--- src/verilog/rng_pkg.sv ---
package rng_pkg;

   // ------------------------------------------------------------
   // register bus
   // ------------------------------------------------------------
   localparam int          ADDR_W            = 16;
   localparam int          DATA_W            = 8;
   localparam logic [15:0] RANDOM_VALUE_ADDR = 16'h6105;
   localparam logic [15:0] SWITCH_CTRL_ADDR  = 16'h6106;
   localparam logic [15:0] IRQ_STATUS_ADDR   = 16'h6107;
   localparam logic [15:0] IRQ_MASK_ADDR     = 16'h6108;

   // ------------------------------------------------------------
   // control register fields
   // ------------------------------------------------------------
   localparam int         CTRL_RSVD0_BIT    = 0;
   localparam int         CTRL_FRESH_BIT    = 1;
   localparam int         CTRL_FORCE_BIT    = 2;
   localparam int         CTRL_SWITCH_BIT   = 4;
   localparam int         CTRL_OVERLOAD_BIT = 5;
   localparam int         CTRL_MASK_BIT     = 6;
   localparam logic [7:0] CTRL_RESET        = 8'h41;
   localparam logic [7:0] RANDOM_RESET      = 8'h00;

   // ------------------------------------------------------------
   // interrupt status and mask fields
   // ------------------------------------------------------------
   localparam int         IRQ_W            = 2;
   localparam int         IRQ_FRESH_BIT    = 0;
   localparam int         IRQ_OVERLOAD_BIT = 1;
   localparam logic [1:0] IRQ_RESET        = 2'h0;

   // ------------------------------------------------------------
   // generator
   // ------------------------------------------------------------
   localparam int          CNT_W        = 8;
   localparam int          RNG_PERIOD   = 8;
   localparam logic [15:0] LFSR_SEED    = 16'hace1;
   localparam logic [15:0] LFSR_TAPS    = 16'hb400;

   // ------------------------------------------------------------
   // carriers
   // ------------------------------------------------------------
   typedef struct packed {
      logic [ADDR_W-1:0] addr;
      logic [DATA_W-1:0] wdata;
      logic              wr;
      logic              rd;
   } reg_bus_s;

   typedef struct packed {
      logic secure_input_pin;
      logic aux_port_pin;
   } pad_s;

   typedef struct packed {
      logic [15:0]       lfsr;
      logic [CNT_W-1:0]  period_cnt;
      logic [7:0]        random_value;
      logic              fresh;
      logic              force_run;
      logic              switch_en;
      logic              overload;
      logic              mask_pins;
      logic [IRQ_W-1:0]  irq_status;
      logic [IRQ_W-1:0]  irq_mask;
      pad_s              internal_pins;
      logic [DATA_W-1:0] rd_data;
   } state_s;

endpackage : rng_pkg

--- src/verilog/rng_and_secure_supply_switch_ctrl.sv ---
`timescale 1ns/100ps
//
// Contract
// RQ1 - 8-bit read/write register holds latest random value
// RQ2 - fresh flag set when new value loaded
// RQ3 - reading random value clears fresh flag
// RQ4 - force bit 0: contactless unit runs generator
// RQ5 - mask bit 0: internal pins follow pads
// RQ6 - mask bit 1: secure input 0, aux 1
// RQ7 - firmware masks pins around supply switching
// RQ8 - overload bit reads current limitation state
// RQ9 - switch enable 0: supply off, rail grounded
// RQ10 - switch enable 1: supply rail powers pads
// RQ11 - new values only while generator runs
//
module rng_and_secure_supply_switch_ctrl
   import rng_pkg::*;
#(
   parameter int PERIOD = RNG_PERIOD
)(
   // clock, reset, enable
   input  wire logic              core_clk,
   input  wire logic              rst_n,
   input  wire logic              clk_en,
   // register port
   input  wire reg_bus_s          bus_in,
   output      logic [DATA_W-1:0] rd_data,
   // pads and analog status
   input  wire pad_s              pads,
   input  wire logic              switch_overload,
   input  wire logic              contactless_interface_unit_run,
   // internal pin levels, supply control, run state and interrupt
   output      pad_s              internal_pins,
   output      logic              supply_switch_en,
   output      logic              supply_rail_ground,
   output      logic              rng_running,
   output      logic              irq
);

   // ------------------------------------------------------------
   // parameter check
   // ------------------------------------------------------------
   if (PERIOD < 1 || PERIOD > (1 << CNT_W) - 1) begin : g_bad_period
      $error("PERIOD must lie in 1 .. 255");
   end

   localparam logic [CNT_W-1:0] LAST_CNT = CNT_W'(PERIOD - 1);

   // ------------------------------------------------------------
   // state
   // ------------------------------------------------------------
   state_s           st_ff;
   state_s           nxt_st;
   logic             running;
   logic             load;
   logic             wr_rv;
   logic             wr_ctrl;
   logic             wr_stat;
   logic             wr_mask;
   logic             rd_rv;
   logic [7:0]       ctrl_view;
   logic [DATA_W-1:0] rd_mux;
   logic [IRQ_W-1:0] irq_events;

   assign running = st_ff.force_run | contactless_interface_unit_run; // [RQ4]
   assign load    = running && st_ff.period_cnt == LAST_CNT;          // [RQ11]

   assign wr_rv   = bus_in.wr && bus_in.addr == RANDOM_VALUE_ADDR;
   assign wr_ctrl = bus_in.wr && bus_in.addr == SWITCH_CTRL_ADDR;
   assign wr_stat = bus_in.wr && bus_in.addr == IRQ_STATUS_ADDR;
   assign wr_mask = bus_in.wr && bus_in.addr == IRQ_MASK_ADDR;
   assign rd_rv   = bus_in.rd && bus_in.addr == RANDOM_VALUE_ADDR;

   // ------------------------------------------------------------
   // control register view
   // ------------------------------------------------------------
   always_comb begin
      ctrl_view                    = 8'h00;
      ctrl_view[CTRL_RSVD0_BIT]    = CTRL_RESET[CTRL_RSVD0_BIT];
      ctrl_view[CTRL_FRESH_BIT]    = st_ff.fresh;
      ctrl_view[CTRL_FORCE_BIT]    = st_ff.force_run;
      ctrl_view[CTRL_SWITCH_BIT]   = st_ff.switch_en;
      ctrl_view[CTRL_OVERLOAD_BIT] = st_ff.overload;                  // [RQ8]
      ctrl_view[CTRL_MASK_BIT]     = st_ff.mask_pins;
   end

   always_comb begin
      case (bus_in.addr)
         RANDOM_VALUE_ADDR: rd_mux = st_ff.random_value;
         SWITCH_CTRL_ADDR:  rd_mux = ctrl_view;
         IRQ_STATUS_ADDR:   rd_mux = {{(DATA_W-IRQ_W){1'b0}},
                                      st_ff.irq_status};
         IRQ_MASK_ADDR:     rd_mux = {{(DATA_W-IRQ_W){1'b0}},
                                      st_ff.irq_mask};
         default:           rd_mux = '0;
      endcase
   end

   // ------------------------------------------------------------
   // interrupt events
   // ------------------------------------------------------------
   always_comb begin
      irq_events                   = '0;
      irq_events[IRQ_FRESH_BIT]    = load;
      irq_events[IRQ_OVERLOAD_BIT] = switch_overload & ~st_ff.overload;
   end

   // ------------------------------------------------------------
   // next state
   // ------------------------------------------------------------
   always_comb begin
      nxt_st = st_ff;

      // generator runs only while enabled
      if (running) begin                                              // [RQ11]
         nxt_st.lfsr = {1'b0, st_ff.lfsr[15:1]}
                       ^ (st_ff.lfsr[0] ? LFSR_TAPS : 16'h0000);
         nxt_st.period_cnt = load ? '0 : st_ff.period_cnt + 1'b1;
      end

      // random value: software write, generator load wins
      if (wr_rv) begin
         nxt_st.random_value = bus_in.wdata;                          // [RQ1]
      end
      if (load) begin
         nxt_st.random_value = st_ff.lfsr[7:0];                       // [RQ1]
      end

      // fresh flag: clear by read, control write loads it, set wins
      if (rd_rv) begin
         nxt_st.fresh = 1'b0;                                         // [RQ3]
      end
      if (wr_ctrl) begin
         nxt_st.fresh     = bus_in.wdata[CTRL_FRESH_BIT];
         nxt_st.force_run = bus_in.wdata[CTRL_FORCE_BIT];             // [RQ4]
         nxt_st.switch_en = bus_in.wdata[CTRL_SWITCH_BIT];
         nxt_st.mask_pins = bus_in.wdata[CTRL_MASK_BIT];
      end
      if (load) begin
         nxt_st.fresh = 1'b1;                                         // [RQ2]
      end

      nxt_st.overload = switch_overload;                              // [RQ8]

      // sticky status, write one clears, set wins
      if (wr_stat) begin
         nxt_st.irq_status = st_ff.irq_status & ~bus_in.wdata[IRQ_W-1:0];
      end
      nxt_st.irq_status = nxt_st.irq_status | irq_events;
      if (wr_mask) begin
         nxt_st.irq_mask = bus_in.wdata[IRQ_W-1:0];
      end

      // internal pin levels, idle while masked
      if (st_ff.mask_pins) begin
         nxt_st.internal_pins.secure_input_pin = 1'b0;                // [RQ6]
         nxt_st.internal_pins.aux_port_pin     = 1'b1;                // [RQ6]
      end else begin
         nxt_st.internal_pins = pads;                                 // [RQ5]
      end

      // read data stand one cycle only
      nxt_st.rd_data = bus_in.rd ? rd_mux : '0;
   end

   // ------------------------------------------------------------
   // registers
   // ------------------------------------------------------------
   always_ff @(posedge core_clk) begin
      if (!rst_n) begin
         st_ff                <= '0;
         st_ff.lfsr           <= LFSR_SEED;
         st_ff.random_value   <= RANDOM_RESET;
         st_ff.fresh          <= CTRL_RESET[CTRL_FRESH_BIT];
         st_ff.force_run      <= CTRL_RESET[CTRL_FORCE_BIT];
         st_ff.switch_en      <= CTRL_RESET[CTRL_SWITCH_BIT];
         st_ff.overload       <= CTRL_RESET[CTRL_OVERLOAD_BIT];
         st_ff.mask_pins      <= CTRL_RESET[CTRL_MASK_BIT];
         st_ff.irq_status     <= IRQ_RESET;
         st_ff.irq_mask       <= IRQ_RESET;
         st_ff.internal_pins.secure_input_pin <= 1'b0;
         st_ff.internal_pins.aux_port_pin     <= 1'b1;
      end else if (clk_en) begin
         st_ff <= nxt_st;
      end
   end

   // ------------------------------------------------------------
   // outputs
   // ------------------------------------------------------------
   assign rd_data            = st_ff.rd_data;
   assign internal_pins      = st_ff.internal_pins;
   assign supply_switch_en   = st_ff.switch_en;                       // [RQ10]
   assign supply_rail_ground = ~st_ff.switch_en;                      // [RQ9]
   assign rng_running        = running;
   assign irq                = |(st_ff.irq_status & st_ff.irq_mask);

   // ------------------------------------------------------------
   // checks
   // ------------------------------------------------------------
   property p_rv_write;
      @(posedge core_clk) disable iff (!rst_n)
      clk_en && wr_rv && !load
      |=> st_ff.random_value == $past(bus_in.wdata);
   endproperty
   a_rv_write: assert property (p_rv_write) // [RQ1]
      else $error("random value write not stored");

   property p_load_sets_fresh;
      @(posedge core_clk) disable iff (!rst_n)
      clk_en && load
      |=> st_ff.fresh && st_ff.random_value == $past(st_ff.lfsr[7:0]);
   endproperty
   a_load_sets_fresh: assert property (p_load_sets_fresh) // [RQ2]
      else $error("load did not raise fresh flag with new value");

   property p_read_clears;
      @(posedge core_clk) disable iff (!rst_n)
      clk_en && rd_rv && !load && !wr_ctrl
      |=> !st_ff.fresh;
   endproperty
   a_read_clears: assert property (p_read_clears) // [RQ3]
      else $error("random value read left fresh flag set");

   property p_running;
      @(posedge core_clk) disable iff (!rst_n)
      clk_en && wr_ctrl
      |=> st_ff.force_run == $past(bus_in.wdata[CTRL_FORCE_BIT])
          && (!st_ff.force_run || rng_running);
   endproperty
   a_running: assert property (p_running) // [RQ4]
      else $error("generator run state wrong");

   property p_pins_follow;
      @(posedge core_clk) disable iff (!rst_n)
      clk_en && !st_ff.mask_pins
      |=> internal_pins == $past(pads);
   endproperty
   a_pins_follow: assert property (p_pins_follow) // [RQ5]
      else $error("internal pins do not follow pads");

   property p_pins_masked;
      @(posedge core_clk) disable iff (!rst_n)
      clk_en && st_ff.mask_pins
      |=> !internal_pins.secure_input_pin
          && internal_pins.aux_port_pin;
   endproperty
   a_pins_masked: assert property (p_pins_masked) // [RQ6]
      else $error("masked pins not at idle levels");

   property p_overload;
      @(posedge core_clk) disable iff (!rst_n)
      clk_en ##1 bus_in.rd && bus_in.addr == SWITCH_CTRL_ADDR && clk_en
      |=> rd_data[CTRL_OVERLOAD_BIT] == $past(switch_overload, 2);
   endproperty
   a_overload: assert property (p_overload) // [RQ8]
      else $error("overload bit does not track limitation");

   property p_switch_off;
      @(posedge core_clk) disable iff (!rst_n)
      clk_en && wr_ctrl && !bus_in.wdata[CTRL_SWITCH_BIT]
      |=> !supply_switch_en && supply_rail_ground;
   endproperty
   a_switch_off: assert property (p_switch_off) // [RQ9]
      else $error("rail not grounded while switch off");

   property p_switch_on;
      @(posedge core_clk) disable iff (!rst_n)
      clk_en && wr_ctrl && bus_in.wdata[CTRL_SWITCH_BIT]
      |=> supply_switch_en && !supply_rail_ground;
   endproperty
   a_switch_on: assert property (p_switch_on) // [RQ10]
      else $error("switch enable write did not power rail");

   property p_idle_no_value;
      @(posedge core_clk) disable iff (!rst_n)
      clk_en && !running && !wr_rv
      |=> $stable(st_ff.random_value);
   endproperty
   a_idle_no_value: assert property (p_idle_no_value) // [RQ11]
      else $error("new value while generator stopped");

   property p_rd_timing;
      @(posedge core_clk) disable iff (!rst_n)
      clk_en && !bus_in.rd |=> rd_data == '0;
   endproperty
   a_rd_timing: assert property (p_rd_timing)
      else $error("read data outside answer cycle");

   property p_rd_answer;
      @(posedge core_clk) disable iff (!rst_n)
      clk_en && rd_rv
      |=> rd_data == $past(st_ff.random_value);
   endproperty
   a_rd_answer: assert property (p_rd_answer) // [RQ1]
      else $error("random value read returned wrong data");

   property p_fresh_hold;
      @(posedge core_clk) disable iff (!rst_n)
      clk_en && st_ff.fresh && !rd_rv && !wr_ctrl
      |=> st_ff.fresh;
   endproperty
   a_fresh_hold: assert property (p_fresh_hold) // [RQ2]
      else $error("fresh flag dropped without a read");

   property p_stopped_hold;
      @(posedge core_clk) disable iff (!rst_n)
      clk_en && !running
      |=> $stable(st_ff.lfsr) && $stable(st_ff.period_cnt);
   endproperty
   a_stopped_hold: assert property (p_stopped_hold) // [RQ11]
      else $error("generator advanced while stopped");

   property p_freeze;
      @(posedge core_clk) disable iff (!rst_n)
      !clk_en |=> $stable(st_ff);
   endproperty
   a_freeze: assert property (p_freeze)
      else $error("state changed while clock enable low");

   property p_load_event;
      @(posedge core_clk) disable iff (!rst_n)
      clk_en && load
      |=> st_ff.irq_status[IRQ_FRESH_BIT];
   endproperty
   a_load_event: assert property (p_load_event) // [RQ2]
      else $error("load did not set its status bit");

   property p_overload_event;
      @(posedge core_clk) disable iff (!rst_n)
      clk_en && switch_overload && !st_ff.overload
      |=> st_ff.irq_status[IRQ_OVERLOAD_BIT];
   endproperty
   a_overload_event: assert property (p_overload_event) // [RQ8]
      else $error("overload onset did not set its status bit");

   property p_status_sticky;
      @(posedge core_clk) disable iff (!rst_n)
      clk_en && !wr_stat
      |=> (st_ff.irq_status & $past(st_ff.irq_status))
          == $past(st_ff.irq_status);
   endproperty
   a_status_sticky: assert property (p_status_sticky)
      else $error("status bit cleared without a write");

   property p_status_clear;
      @(posedge core_clk) disable iff (!rst_n)
      clk_en && wr_stat && bus_in.wdata[IRQ_FRESH_BIT] && !load
      |=> !st_ff.irq_status[IRQ_FRESH_BIT];
   endproperty
   a_status_clear: assert property (p_status_clear)
      else $error("write one did not clear status bit");

endmodule : rng_and_secure_supply_switch_ctrl

--- config.mk ---
export PLATFORM = sky130hd
export DESIGN_NAME = rng_and_secure_supply_switch_ctrl
export DESIGN_NICKNAME = d
export VERILOG_FILES = /design/src/verilog/rng_pkg.sv /design/src/verilog/rng_and_secure_supply_switch_ctrl.sv
export SDC_FILE = /design/constraint.sdc
export NUM_CORES = 1
export LEC_CHECK = 0
export BUFFER_PORTS_ARGS = -buffer_cell sky130_fd_sc_hd__buf_2
export CAP_MARGIN = 20
export CORE_UTILIZATION = 49
export DETAILED_ROUTE_END_ITERATION = 12
export HOLD_SLACK_MARGIN = 0.15
export PLACE_DENSITY = 0.71
export REMOVE_ABC_BUFFERS = 1
export SETUP_SLACK_MARGIN = 0.4
export SLEW_MARGIN = 10
export SYNTH_ARGS = -nofsm -noshare
export SYNTH_HDL_FRONTEND = slang
export SYNTH_SLANG_ARGS = --single-unit
--- constraint.sdc ---
create_clock -name core_clk -period 2.2 [get_ports core_clk]
set_input_delay 0.44 -clock core_clk [delete_from_list [all_inputs] [get_ports core_clk]]
set_output_delay 0.44 -clock core_clk [all_outputs]
set_load 0.02 [all_outputs]
==> impl_metrics.ini <==
[run_status]
outcome = complete, but fails checks
violations = design-rule violations

[sta]
worstMarginPinSlew_ns = 0.622
fin_hold_ws_ns = 0.393
timing.fmax_mhz = 492
fin_crit_ns = 2.03
setup_viol = 0
maxSlewViolCount = 0
fin_crit_sh_pct = 92.4
maxSlewHeadroom_pct = 58.4
hold_viol_final = 0
rsz0062_at_grt = yes
skew_ns = 0.00759
tns_ns = 0

[hold_path]
hold_class = primary input to flip-flop

[power_and_ir_drop]
intPower_mw = 1.47
finalPower_mw = 1.89
peakVddDrop_uv = 541
power_switching_mw = 0.422
clkPwrFrac_pct = 40.7
pwr-share-seq_pct = 50.8
leakage_nw = 1.25
switching_share_pct = 22.4
comb_power_share_pct = 8.5
power_per_cell_area_nw_per_um2 = 631

[global_route]
grt_pass1_vias = 1949
grt_max_degree = 21
grt_pass1_wl_mm = 8.93
antenna_found_initial = 0
grt.overflow.total = 0
track_usage_pct = 22.6

[detailed_routing]
drc = 4
drtPass1Iterations = 8
vias_per_cell = 5.69
ant_nets = 0
routed_wl_mm = 5.63
initialDrtViolationCount = 173
via_count = 2128
wl_per_cell_um = 15.0

[synth]
synth_cells = 271
synth_ff_type = dfxtp_1
synth.cell_area_sq_um = 2340
synthArstFlopShare_pct = 0
yosysUniqueCellTypes = 48
yosysWarningCount = 0
synth-edff-count = 0
ys_ff_latch = 51
seq_area_frac_synth_pct = 43.7
synth.avg_cell_area_sq_um = 8.63

[worst_setup_path]
critPathMaxFanout = 2
cp-endpoint = ctrl_view[1]$_SDFFE_PN0P_
crit_type = primary input to flip-flop
cp-end-kind = flip-flop
r2r_slack_ns = 0.43
worstSetupStartpointType = primary input
worstPathArrival_ns = 2.23
r2r_start = ctrl_view[2]$_SDFFE_PN0P_
r2r_end = ctrl_view[1]$_SDFFE_PN0P_
rr_worst_depth = 4
crit_start = bus_in[20]
worstPathRequired_ns = 2.40

[clock_network]
numCtsBuffers = 5
cts.reportedPaths.clkPinSlew_ns = 0.10
clock-root-buffer = clkbuf_8
cts.sink_count = 51
cts_tree = yes
worstSkewPairLatency_ns = 0.30
cts_buffer_depth = 2
htreeDepth = 2

[finish]
fin_area_sq_um = 2990
final_common_cell = dfxtp_1
layout_common_cells = 51 x dfxtp_1, 44 x buf_2, 43 x nand2_1
antenna_cells = 0
layout-drive-gt1-share_pct = 35.1
syn2layout_area_growth_pct = 27.9
instances_no_fill = 374
layout.nets = 355

[place]
portBuffers = 46
gp_congestion = 0.806
dp_hpwl_mm = 3.77
place_area_sq_um = 2620
placed_cells = 360

[floorplan]
std_cell_rows = 24
die_y_um = 71.1
initial_core_util_pct = 52.3
pin_count = 47
die_w_um = 71.1
core-area_sq_um = 4470
dieArea_sq_um = 5050

[flow_run]
maxCapViolations = 0
[worst min path at each step]
stage / from / endpoint / slack (ns) / depth (start not counted)
6_report: bus_in[2] / st_ff[12]$_SDFFE_PN0P_ / 0.39 / 2
3_5_place_dp: rd_data[4]$_SDFFE_PN0P_ / rd_data[4]$_SDFFE_PN0P_ / 0.44 / 2
3_3_place_gp: rd_data[4]$_SDFFE_PN0P_ / rd_data[4]$_SDFFE_PN0P_ / 0.43 / 2
4_1_cts: bus_in[2] / st_ff[12]$_SDFFE_PN0P_ / 0.37 / 2
2_1_floorplan: st_ff[44]$_SDFFE_PN0P_ / st_ff[43]$_SDFFE_PN0P_ / 0.43 / 2
5_1_grt: bus_in[9] / st_ff[26]$_SDFFE_PN0P_ / 0.39 / 2
[worst max-delay path: stages]
cell     delay (ns)
buf_6          0.09
or4b_4         0.53
or4_4          0.56
or4_4          0.49
o311a_1        0.13
[repair_timing]
item | in CTS | in global routing
pin swaps | 6 | 19
hold buffers | 0 | 0
setup buffers | 4 | 1
gates cloned | 0 | 1
setup endpoints to repair | 22 | 24
resized for setup | 14 | 29
hold endpoints to repair | 0 | 0
[final cells by class]
type                    count  area [sq um]
clock buffers               5          68.8
clock inverters             3          67.6
fillers                   360          1480
inverters                   5          18.8
multi-input cells         191          1330
flip-flops and latches     51          1020
well taps                  52          65.1
repair buffers             67           419
[cells by family after synthesis]
| family | Yosys count | synth area share (%) |
|---|---|---|
| AND/OR/NAND/NOR | 119 | 27.1 |
| AO/OA/AOI/OAI | 59 | 17.7 |
| flip-flops | 51 | 43.7 |
| buffers and inverters | 29 | 6.31 |
| XOR/XNOR | 9 | 3.37 |
| multiplexers | 3 | 1.34 |
| adder cells (fa/ha/maj) | 1 | 0.535 |
[through the flow]
step           setup WS (ns)  util [%]
4_1_cts                0.207      63.9
3_3_place_gp          -0.121      58.5
6_report               0.166      66.9
2_1_floorplan         -0.117         -
5_1_grt                0.151      66.9
3_5_place_dp          -0.150      58.5
[power groups by stage]
stage	clock network (mW)	logic (mW)	registers [mW]
after floorplan	0	0.0725	0.976
after global placement	0	0.145	0.979
after detailed placement	0	0.146	0.980
after CTS	0.780	0.153	0.959
after global routing	0.818	0.178	0.962
final	0.770	0.160	0.959
[state kept, by name, summed over array words and instances (netlist names)]
| name | flops |
|---|---|
| internal_pins | 2 |
| st_ff | 36 |
| supply_switch_en | 1 |
| ctrl_view | 4 |
| rd_data | 8 |
[metal layers]
layer	routed length (um)	vias up	share of wire [%]	global-route usage, %
met5	0	-	0	0
met4	125	0	2.2	8.67
met3	267	10	4.7	4.84
met2	2640	61	47	37.4
met1	2590	987	46	28.8
li1	-	1070	-	-
[synth_stat cells, types with 3 or more instances]
cell type  instances  area share [%]
dfxtp_1           51              44
nand2_1           43             6.9
nand3_1           28             6.0
a21oi_1           18             3.9
nor2_1            14             2.2
clkbuf_1          12             1.9
buf_4             10             3.2
o21a_1             9             2.9
o21ai_0            9             1.9
o221a_2            7             3.4
nand4_1            6             1.6
xor2_1             6             2.2
inv_1              4            0.64
nand4bb_1          4             1.9
a22o_1             3             1.1
a31oi_1            3            0.80
nand3b_1           3            0.96
xnor2_1            3             1.1
Note: power is estimated with default switching activity, not from simulation.
